**src/sbtc_pkg.sv**
```systemverilog
/*
 sbtc_pkg: register map, field positions, reset values and timing for the
 sixteen-bit timer/counter.
 assumes: used by the timer top and its bound checker, every use written sbtc_pkg::name.
*/
`default_nettype none

package sbtc_pkg;

   // ----------------------------------------------------------------
   // register byte addresses (one aligned word each)
   // ----------------------------------------------------------------
   localparam logic [3:0] ADDR_CONTROL = 4'h0;
   localparam logic [3:0] ADDR_COUNT_LOW = 4'h4;
   localparam logic [3:0] ADDR_COUNT_HIGH = 4'h8;
   localparam logic [3:0] ADDR_IRQ_STATUS = 4'hC;
   // mask shares the status word, guarded by its own write bit
   localparam logic [3:0] ADDR_IRQ_MASK = 4'hC;

   // ----------------------------------------------------------------
   // control register fields
   // ----------------------------------------------------------------
   localparam int BIT_COUNT_RUN = 0;
   localparam int BIT_SOURCE_EXT = 1;
   localparam int BIT_SYNC_BYPASS = 2;
   localparam int BIT_CRYSTAL_ON = 3;
   localparam int BIT_DIVIDE_LO = 4;
   localparam int BIT_DIVIDE_HI = 5;
   localparam int BIT_SYSCLK_XTAL = 6;
   localparam int BIT_WIDE_ACCESS = 7;
   localparam logic [7:0] CONTROL_RESET = 8'h00;
   localparam logic [7:0] CONTROL_WRITE_MASK = 8'hBF;

   // ----------------------------------------------------------------
   // interrupt bits and counts
   // ----------------------------------------------------------------
   localparam int IRQ_BIT_OVERFLOW = 0;
   localparam int BIT_MASK_GUARD = 31;
   localparam int MASK_LSB = 8;
   localparam logic [15:0] COUNT_RESET = 16'h0000;
   localparam logic [15:0] COUNT_MAX = 16'hFFFF;
   localparam logic [2:0] DIVIDE_RESET = 3'h0;
   localparam int INSTR_CLK_DIV = 4;

   typedef enum logic [1:0] {
      SBTC_DIV1,
      SBTC_DIV2,
      SBTC_DIV4,
      SBTC_DIV8
   } sbtc_divide_type;

endpackage

`default_nettype wire

```
**src/sbtc_timer.sv**
```systemverilog
/*
 sbtc_timer: sixteen-bit up counter with internal or external clock source,
 optional input synchroniser, 1:1..1:8 divider, buffered 16-bit access,
 overflow interrupt and compare-trigger reset, on an Avalon-MM slave.
 assumes: clk is the system clock (10 MHz); the external count input and the
 crystal output arrive asynchronously; the oscillator itself is analog and
 outside, this block only drives its enable.
*/
`default_nettype none

// ----------------------------------------------------------------
// Overview of operation
// - counts only while count_run is set
// - internal source increments every fourth system clock
// - external source counts rising input or crystal edges
// - sync_bypass chooses synchronised or raw external edges
// - internal source ignores sync_bypass entirely
// - two-bit field divides input by 1,2,4,8
// - crystal_osc_on enables the crystal, else powered down
// - read-only bit shows system clock from crystal
// - wide_access_mode selects sixteen-bit or byte access
// - low byte read latches live high byte
// - high write buffers; low write commits both bytes
// - wide mode never touches live high directly
// - low byte write clears divider, high does not
// - enabled timer forces pins input, reads zero
// - crystal keeps running in every power mode
// - wraps FFFFh to 0000h, sets overflow flag
// - compare trigger clears count unless external with sync_bypass; software write wins
// ----------------------------------------------------------------
module sbtc_timer (
   input wire logic clk,
   input wire logic rst,
   input wire logic [3:0] avs_address,
   input wire logic avs_read,
   input wire logic avs_write,
   input wire logic [31:0] avs_writedata,
   input wire logic [3:0] avs_byteenable,
   output logic [31:0] avs_readdata,
   output logic avs_waitrequest,
   output logic avs_response_err,
   input wire logic external_count_input,
   input wire logic crystal_clock_in,
   input wire logic sysclk_from_crystal_in,
   input wire logic compare_event_trigger,
   input wire logic power_managed_mode,
   input wire logic [1:0] pin_direction_bits,
   input wire logic [1:0] pin_level_in,
   output logic [1:0] pin_output_enable,
   output logic [1:0] pin_read_value,
   output logic crystal_osc_enable,
   output logic irq
);

   logic [7:0] control_q;
   logic [15:0] count_q;
   logic [7:0] high_buffer_q;
   logic [2:0] divide_q;
   logic [1:0] phase_q;
   logic [7:0] irq_status_q;
   logic [7:0] irq_mask_q;
   logic ack_q;
   logic [31:0] readdata_q;
   logic err_q;

   logic ext_sync1_q;
   logic ext_sync2_q;
   logic ext_sync3_q;
   logic raw_meta_q;
   logic raw_prev_q;
   logic xtal_sync1_q;
   logic xtal_sync2_q;
   logic run_sync1_q;
   logic run_sync2_q;

   // ----------------------------------------------------------------
   // decode helpers
   // ----------------------------------------------------------------
   function automatic logic hit(input logic [3:0] addr, input logic [3:0] target);
      hit = (addr == target);
   endfunction

   function automatic logic [2:0] divide_last(input logic [1:0] sel);
      case (sbtc_pkg::sbtc_divide_type'(sel))
         sbtc_pkg::SBTC_DIV1: divide_last = 3'h0;
         sbtc_pkg::SBTC_DIV2: divide_last = 3'h1;
         sbtc_pkg::SBTC_DIV4: divide_last = 3'h3;
         sbtc_pkg::SBTC_DIV8: divide_last = 3'h7;
         default: divide_last = 3'h0;
      endcase
   endfunction

   logic count_run;
   logic source_select_external;
   logic sync_bypass;
   logic crystal_osc_on;
   logic [1:0] input_divide_select;
   logic wide_access_mode;

   assign count_run = control_q[sbtc_pkg::BIT_COUNT_RUN];
   assign source_select_external = control_q[sbtc_pkg::BIT_SOURCE_EXT];
   assign sync_bypass = control_q[sbtc_pkg::BIT_SYNC_BYPASS];
   assign crystal_osc_on = control_q[sbtc_pkg::BIT_CRYSTAL_ON];
   assign input_divide_select = control_q[sbtc_pkg::BIT_DIVIDE_HI:sbtc_pkg::BIT_DIVIDE_LO];
   assign wide_access_mode = control_q[sbtc_pkg::BIT_WIDE_ACCESS];

   // ----------------------------------------------------------------
   // bus strobes
   // ----------------------------------------------------------------
   // one wait state: request taken when ack_q is low, answered next cycle
   // writes and the low-byte read side effect land at the taking edge;
   // the answer cycle only hands back what was registered there
   logic req;
   logic wr_go;
   logic rd_go;
   assign req = (avs_read | avs_write) & ~ack_q;
   assign wr_go = avs_write & ~ack_q & avs_byteenable[0];
   assign rd_go = avs_read & ~ack_q;
   assign avs_waitrequest = (avs_read | avs_write) & ~ack_q;
   assign avs_readdata = readdata_q;
   assign avs_response_err = err_q;

   logic wr_ctrl;
   logic wr_low;
   logic wr_high;
   logic wr_stat;
   logic wr_mask;
   logic rd_low;
   assign wr_ctrl = wr_go & hit(avs_address, sbtc_pkg::ADDR_CONTROL);
   assign wr_low = wr_go & hit(avs_address, sbtc_pkg::ADDR_COUNT_LOW);
   assign wr_high = wr_go & hit(avs_address, sbtc_pkg::ADDR_COUNT_HIGH);
   assign wr_stat = wr_go & hit(avs_address, sbtc_pkg::ADDR_IRQ_STATUS);
   assign wr_mask = wr_go & hit(avs_address, sbtc_pkg::ADDR_IRQ_MASK)
      & avs_writedata[sbtc_pkg::BIT_MASK_GUARD];
   assign rd_low = rd_go & hit(avs_address, sbtc_pkg::ADDR_COUNT_LOW);

   // ----------------------------------------------------------------
   // external clock paths
   // ----------------------------------------------------------------
   // crystal output when enabled, else the count pin
   logic ext_source;
   assign ext_source = crystal_osc_on ? crystal_clock_in : external_count_input;

   // synchronised path: two flops, edge seen between 2nd and 3rd
   always_ff @(posedge clk) begin
      if (rst) begin
         ext_sync1_q <= 1'b0;
         ext_sync2_q <= 1'b0;
         ext_sync3_q <= 1'b0;
      end else begin
         ext_sync1_q <= ext_source;
         ext_sync2_q <= ext_sync1_q;
         ext_sync3_q <= ext_sync2_q;
      end
   end

   // bypass path: single sample, lower latency but may miss or
   // misplace edges near clk; only one domain exists here so this is
   // the closest model of an unsynchronised counter
   always_ff @(posedge clk) begin
      if (rst) begin
         raw_meta_q <= 1'b0;
         raw_prev_q <= 1'b0;
      end else begin
         raw_meta_q <= ext_source;
         raw_prev_q <= raw_meta_q;
      end
   end

   always_ff @(posedge clk) begin
      if (rst) begin
         xtal_sync1_q <= 1'b0;
         xtal_sync2_q <= 1'b0;
         run_sync1_q <= 1'b0;
         run_sync2_q <= 1'b0;
      end else begin
         xtal_sync1_q <= sysclk_from_crystal_in;
         xtal_sync2_q <= xtal_sync1_q;
         run_sync1_q <= power_managed_mode;
         run_sync2_q <= run_sync1_q;
      end
   end

   // ----------------------------------------------------------------
   // tick selection
   // ----------------------------------------------------------------
   logic internal_tick;
   logic ext_tick_sync;
   logic ext_tick_raw;
   logic source_tick;
   // phase runs even while stopped, so the first tick after start comes
   // within four cycles rather than exactly four
   assign internal_tick = (phase_q == 2'(sbtc_pkg::INSTR_CLK_DIV - 1));
   assign ext_tick_sync = ext_sync2_q & ~ext_sync3_q;
   assign ext_tick_raw = raw_meta_q & ~raw_prev_q;

   always_comb begin
      if (!source_select_external) begin
         source_tick = internal_tick;
      end else if (sync_bypass) begin
         source_tick = ext_tick_raw;
      end else begin
         source_tick = ext_tick_sync;
      end
   end

   always_ff @(posedge clk) begin
      if (rst) begin
         phase_q <= 2'h0;
      end else begin
         phase_q <= phase_q + 2'h1;
      end
   end

   // ----------------------------------------------------------------
   // divider and counter
   // ----------------------------------------------------------------
   // a divide change mid-count may let the divider run once through its
   // three-bit wrap before it lines up with the new ratio
   logic div_tick;
   assign div_tick = count_run & source_tick & (divide_q == divide_last(input_divide_select));

   always_ff @(posedge clk) begin
      if (rst) begin
         divide_q <= sbtc_pkg::DIVIDE_RESET;
      end else if (wr_low) begin
         divide_q <= sbtc_pkg::DIVIDE_RESET;
      end else if (count_run & source_tick) begin
         if (div_tick) begin
            divide_q <= sbtc_pkg::DIVIDE_RESET;
         end else begin
            divide_q <= divide_q + 3'h1;
         end
      end
   end

   // compare trigger ignored when counting unsynchronised: the raw edge
   // and the trigger are not ordered, so a clear could tear the count
   logic trigger_ok;
   assign trigger_ok = compare_event_trigger & ~(source_select_external & sync_bypass);

   always_ff @(posedge clk) begin
      if (rst) begin
         count_q <= sbtc_pkg::COUNT_RESET;
      end else if (wr_low) begin
         // writes win over the trigger
         if (wide_access_mode) begin
            count_q <= {high_buffer_q, avs_writedata[7:0]};
         end else begin
            count_q[7:0] <= avs_writedata[7:0];
         end
      end else if (wr_high & ~wide_access_mode) begin
         // byte mode only; in wide mode this address reaches the buffer
         count_q[15:8] <= avs_writedata[7:0];
      end else if (trigger_ok) begin
         count_q <= sbtc_pkg::COUNT_RESET;
      end else if (div_tick) begin
         count_q <= count_q + 16'h0001;
      end
   end

   // ----------------------------------------------------------------
   // high byte buffer
   // ----------------------------------------------------------------
   always_ff @(posedge clk) begin
      if (rst) begin
         high_buffer_q <= 8'h00;
      end else if (wide_access_mode & wr_high) begin
         high_buffer_q <= avs_writedata[7:0];
      end else if (wide_access_mode & rd_low) begin
         high_buffer_q <= count_q[15:8];
      end
   end

   // ----------------------------------------------------------------
   // control and interrupt registers
   // ----------------------------------------------------------------
   always_ff @(posedge clk) begin
      if (rst) begin
         control_q <= sbtc_pkg::CONTROL_RESET;
      end else if (wr_ctrl) begin
         control_q <= avs_writedata[7:0] & sbtc_pkg::CONTROL_WRITE_MASK;
      end
   end

   // a wrap lost to a write or trigger never happened, so no flag
   logic overflow_event;
   assign overflow_event = div_tick & (count_q == sbtc_pkg::COUNT_MAX) & ~wr_low
      & ~(wr_high & ~wide_access_mode) & ~trigger_ok;

   always_ff @(posedge clk) begin
      if (rst) begin
         irq_status_q <= 8'h00;
      end else begin
         // set wins over a write-one clear
         irq_status_q[sbtc_pkg::IRQ_BIT_OVERFLOW] <= overflow_event
            | (irq_status_q[sbtc_pkg::IRQ_BIT_OVERFLOW]
            & ~(wr_stat & avs_writedata[sbtc_pkg::IRQ_BIT_OVERFLOW]));
         irq_status_q[7:1] <= 7'h00;
      end
   end

   // ----------------------------------------------------------------
   // interrupt mask
   // ----------------------------------------------------------------
   // guard bit keeps a plain write-one clear of the status byte from
   // wiping the mask as a side effect
   always_ff @(posedge clk) begin
      if (rst) begin
         irq_mask_q <= 8'h00;
      end else if (wr_mask) begin
         irq_mask_q <= {7'h00,
            avs_writedata[sbtc_pkg::IRQ_BIT_OVERFLOW + sbtc_pkg::MASK_LSB]};
      end
   end

   assign irq = |(irq_status_q & irq_mask_q);

   // ----------------------------------------------------------------
   // read path
   // ----------------------------------------------------------------
   // read data registered at the taking edge, stands until the next read
   logic [7:0] control_view;
   always_comb begin
      control_view = control_q;
      control_view[sbtc_pkg::BIT_SYSCLK_XTAL] = xtal_sync2_q;
   end

   always_ff @(posedge clk) begin
      if (rst) begin
         ack_q <= 1'b0;
         readdata_q <= 32'h00000000;
         err_q <= 1'b0;
      end else begin
         ack_q <= req;
         err_q <= 1'b0;
         if (rd_go) begin
            case (avs_address)
               sbtc_pkg::ADDR_CONTROL: readdata_q <= {24'h000000, control_view};
               sbtc_pkg::ADDR_COUNT_LOW: readdata_q <= {24'h000000, count_q[7:0]};
               sbtc_pkg::ADDR_COUNT_HIGH: begin
                  if (wide_access_mode) begin
                     readdata_q <= {24'h000000, high_buffer_q};
                  end else begin
                     readdata_q <= {24'h000000, count_q[15:8]};
                  end
               end
               sbtc_pkg::ADDR_IRQ_STATUS: readdata_q <= {16'h0000, irq_mask_q, irq_status_q};
               default: begin
                  readdata_q <= 32'h00000000;
                  err_q <= 1'b1;
               end
            endcase
         end else if (req) begin
            err_q <= ~(avs_address[1:0] == 2'h0);
         end
      end
   end

   // ----------------------------------------------------------------
   // pins and oscillator
   // ----------------------------------------------------------------
   // pins never driven while timer enabled; direction bits ignored
   assign pin_output_enable = count_run ? 2'h0 : ~pin_direction_bits;
   assign pin_read_value = count_run ? 2'h0 : pin_level_in;

   // enable follows the bit alone, whatever the power mode
   // software must allow start-up time before relying on it
   assign crystal_osc_enable = crystal_osc_on | (crystal_osc_on & run_sync2_q);

endmodule

`default_nettype wire

```
**config.mk**
```make
export PLATFORM = sky130hd
export DESIGN_NAME = sbtc_timer
export DESIGN_NICKNAME = d
export VERILOG_FILES = /design/src/sbtc_pkg.sv /design/src/sbtc_timer.sv
export SDC_FILE = /design/constraint.sdc
export NUM_CORES = 1
export LEC_CHECK = 0
export ABC_AREA = 1
export BUFFER_PORTS_ARGS = -buffer_cell sky130_fd_sc_hd__buf_2
export CORE_ASPECT_RATIO = 1.5
export CORE_MARGIN = 3
export CORE_UTILIZATION = 53
export DETAILED_ROUTE_END_ITERATION = 8
export PLACE_DENSITY = 0.8
export SLEW_MARGIN = 10
export SYNTH_ARGS = -nofsm -noshare
export SYNTH_HDL_FRONTEND = slang
export SYNTH_SLANG_ARGS = --single-unit
```
**constraint.sdc**
```tcl
create_clock -name clk -period 1.8 [get_ports clk]
set_input_delay 0.09 -clock clk [delete_from_list [all_inputs] [get_ports clk]]
set_output_delay 0.09 -clock clk [all_outputs]
set_load 0.03 [all_outputs]
```
==> results.json <==
{
  "ys_types": 39,
  "critical_path.endpoint": "irq_status_q[0]",
  "drv_cap": 0,
  "finalHoldViolations": 0,
  "yosysTopAreaCell": "dfxtp_1",
  "htree_levels": 2,
  "status": "completed",
  "synth-edff-count": 0,
  "clock-sinks": 54,
  "period_minus_slack_ns": 1.65,
  "grt_setup_unrepaired": "no",
  "nets": 618,
  "yosysSeqAreaShare": 0.325,
  "overflow": 0,
  "drcViolationCount": 0,
  "cts_tree": "done",
  "routed_via_density": 5.49,
  "dp_slack_ns": 0.178,
  "synth_area_sq_mm": 0.00333,
  "critPathKind": "reg -> reg",
  "yosysWarnings": 0,
  "wl_per_cell_microns": 14.2,
  "synthTopCellsByArea": "dfxtp_1 (32%), nand2_1 (16%), nor2_1 (7.1%), a21oi_1 (5.6%), inv_1 (5.5%)",
  "place.gp.congestion": 0.980,
  "diodes": 0,
  "drt-initial-drc-count": 208,
  "finalSetupTns_ns": 0,
  "period_share": 0.916,
  "die_x_microns": 70.7,
  "finalWirelength_mm": 9.04,
  "worstSetupEndpointType": "flop",
  "critPathBufInv": 1,
  "crit_top_cell": "nand3_1",
  "crit_family": "simple AND/OR/NAND/NOR gates",
  "p_seq_frac": 0.529,
  "std_cell_rows": 34,
  "syn_inst": 516,
  "fin_ws_ns": 0.151,
  "drtPass1Iterations": 4,
  "numCtsBuffers": 5,
  "syn_to_final_growth_pct": 9.39,
  "dp_hpwl_mm": 7.04,
  "grt_pass1_vias": 3239,
  "min_path_type": "in -> reg",
  "start_util": 0.559,
  "grtUsageTotal": 0.255,
  "num_vias": 3484,
  "leakage_nw": 1.69,
  "port_buffers": 43,
  "start_kind": "flop",
  "dp_cells": 626,
  "pwr-share-comb": 0.169,
  "die_y_microns": 103,
  "clockBufferDepth": 2,
  "internal-power_w": 0.00163,
  "grt_max_degree": 28,
  "path_depth": 7,
  "synthFlopType": "dfxtp_1",
  "antenna_found_initial": 0,
  "clock_skew_ns": 0.0109,
  "cpPeakStageDelay_ns": 0.40,
  "async_reset_ff_frac": 0,
  "ant_nets": 0,
  "ir_worst_vdd_mv": 0.576,
  "critPathSlowestCell": "dfxtp_1",
  "cp_cell_sequence": "ha_1 > nand3_1 > inv_1 > nand3_1 > nor2_1 > nand4_1 > a21oi_1",
  "final_cell_count_no_fill": 635,
  "finalSetupViolations": 0,
  "r2r_slack_ns": 0.15,
  "r2r_cells": 7,
  "yosys_register_bits": 54,
  "cts.clk_slew.worst_paths_ns": 0.11,
  "io_pins": 93,
  "drv_slew": 0,
  "drive_gt1_frac": 0.160,
  "r2r_end": "irq_status_q[0]",
  "ctsRootBufferMaster": "clkbuf_8",
  "powerDensity_mw_per_mm2": 658,
  "crit_start": "count_q[0]",
  "die_area_sq_mm": 0.00729,
  "grt_pass1_wl_mm": 14.8,
  "cts_setup_buffers": 0,
  "worstPathArrival_ns": 1.90,
  "worstSkewPairLatency_ns": 0.32,
  "switching_share": 0.321,
  "cp_max_fo": 7,
  "yosysTopAreaCellShare": 0.325,
  "syn_area_per_cell_sq_um": 6.45,
  "power.share.clock": 0.302,
  "reg2reg_from": "count_q[0]",
  "critPathRequiredTime_ns": 2.05,
  "fmax_ghz": 0.606,
  "design.core.area_sq_mm": 0.00596,
  "power_switching_w": 0.000769
}
[Yosys cell counts, drive strengths merged (2+ instances only)]
cell type	count
a21oi	37
a31oi	4
buf	32
clkbuf	6
clkinv	3
dfxtp	54
ha	3
inv	55
nand2	149
nand3	26
nand4	6
nor2	72
nor3	7
o21ai	35
o221ai	6
o22ai	2
or2	4
xor2	6
[state kept, by name, indices dropped and copies added (netlist names)]
| signal | cells |
|---|---|
| xtal_sync2_q | 1 |
| avs_response_err | 1 |
| ack_q | 1 |
| xtal_sync1_q | 1 |
| high_buffer_q | 8 |
| irq_mask_q | 1 |
| count_q | 16 |
| irq_status_q | 1 |
| avs_readdata | 9 |
| ext_sync3_q | 1 |
| divide_q | 3 |
| raw_prev_q | 1 |
| control_q | 7 |
| raw_meta_q | 1 |
| phase_q | 2 |
[per-stage QoR]
stage	power (W)	hold slack [ns]	area (sq um)	util
finish	0.00240	0.00673	3640	0.612
global route	0.00250	0.0247	3640	0.612
CTS	0.00240	0.0148	3640	0.612
detailed placement	0.00169	0.310	3540	0.594
global placement	0.00168	0.297	3540	0.594
floorplan	0.00162	0.197	3410	-
[power groups by stage]
stage | clock network [W] | logic, W | registers [W]
finish | 0.000725 | 0.000404 | 0.00127
global route | 0.000771 | 0.000452 | 0.00127
CTS | 0.000728 | 0.000400 | 0.00127
detailed placement | 0 | 0.000397 | 0.00130
global placement | 0 | 0.000390 | 0.00129
floorplan | 0 | 0.000322 | 0.00130
[worst reg2reg max path: stages (launching register included)]
cell and delay [ns]:
dfxtp_1 0.40, ha_1 0.21, nand3_1 0.15, inv_1 0.21, nand3_1 0.17, nor2_1 0.16, nand4_1 0.14, a21oi_1 0.15
[final cells by class]
class	instances	area (sq um)
fill	595	2310
timing repair buffer	55	308
sequential	54	1080
tap	72	90.1
inverter	58	223
clock buffer	5	68.8
clock inverter	3	25.0
multi-input combinational	388	1850
[cells in the final DEF, fill, tap and decap left out, types with 3 or more instances in the layout]
| cell type | instances |
|---|---|
| nand2_4 | 4 |
| or2_1 | 4 |
| nor3_1 | 6 |
| nand2_2 | 3 |
| nor2_2 | 7 |
| inv_1 | 49 |
| o21ai_1 | 6 |
| nand3_1 | 22 |
| nand4_1 | 6 |
| a21oi_1 | 37 |
| clkbuf_8 | 5 |
| conb_1 | 23 |
| a31oi_1 | 4 |
| buf_4 | 11 |
| o221ai_1 | 6 |
| xor2_1 | 6 |
| nand3_2 | 3 |
| nand2_1 | 142 |
| buf_2 | 43 |
| ha_1 | 3 |
| inv_2 | 6 |
| nor2_1 | 63 |
| dfxtp_1 | 54 |
| o21ai_0 | 29 |
[metal layers]
metal  share of wire  GRT usage
met4           0.060      0.159
met1            0.39      0.295
met2            0.49      0.437
met3           0.066     0.0410
met5               0          0
[worst min-delay path by stage]
stage / from / to / cells after the start / slack (ns)
floorplan: sysclk_from_crystal_in / xtal_sync1_q / 2 / 0.20
global placement: sysclk_from_crystal_in / xtal_sync1_q / 3 / 0.30
detailed placement: sysclk_from_crystal_in / xtal_sync1_q / 3 / 0.31
CTS: crystal_clock_in / raw_meta_q / 3 / 0.01
global route: crystal_clock_in / raw_meta_q / 3 / 0.02
finish: crystal_clock_in / raw_meta_q / 3 / 0.007
[logic make-up after synthesis]
logic type | count (synthesis) | synth area share
AO/OA/AOI/OAI | 91 | 0.151
XOR/XNOR | 6 | 0.0158
adder cells (fa/ha/maj) | 3 | 0.0113
buffers and inverters | 96 | 0.145
flip-flops | 54 | 0.325
other | 1 | 0.00113
AND/OR/NAND/NOR | 265 | 0.350
[what timing repair did]
action	CTS	global route
hold buffers	1	0
gates resized for setup	0	0
hold endpoints to repair	1	0
Power figures use the tool's default switching activity.
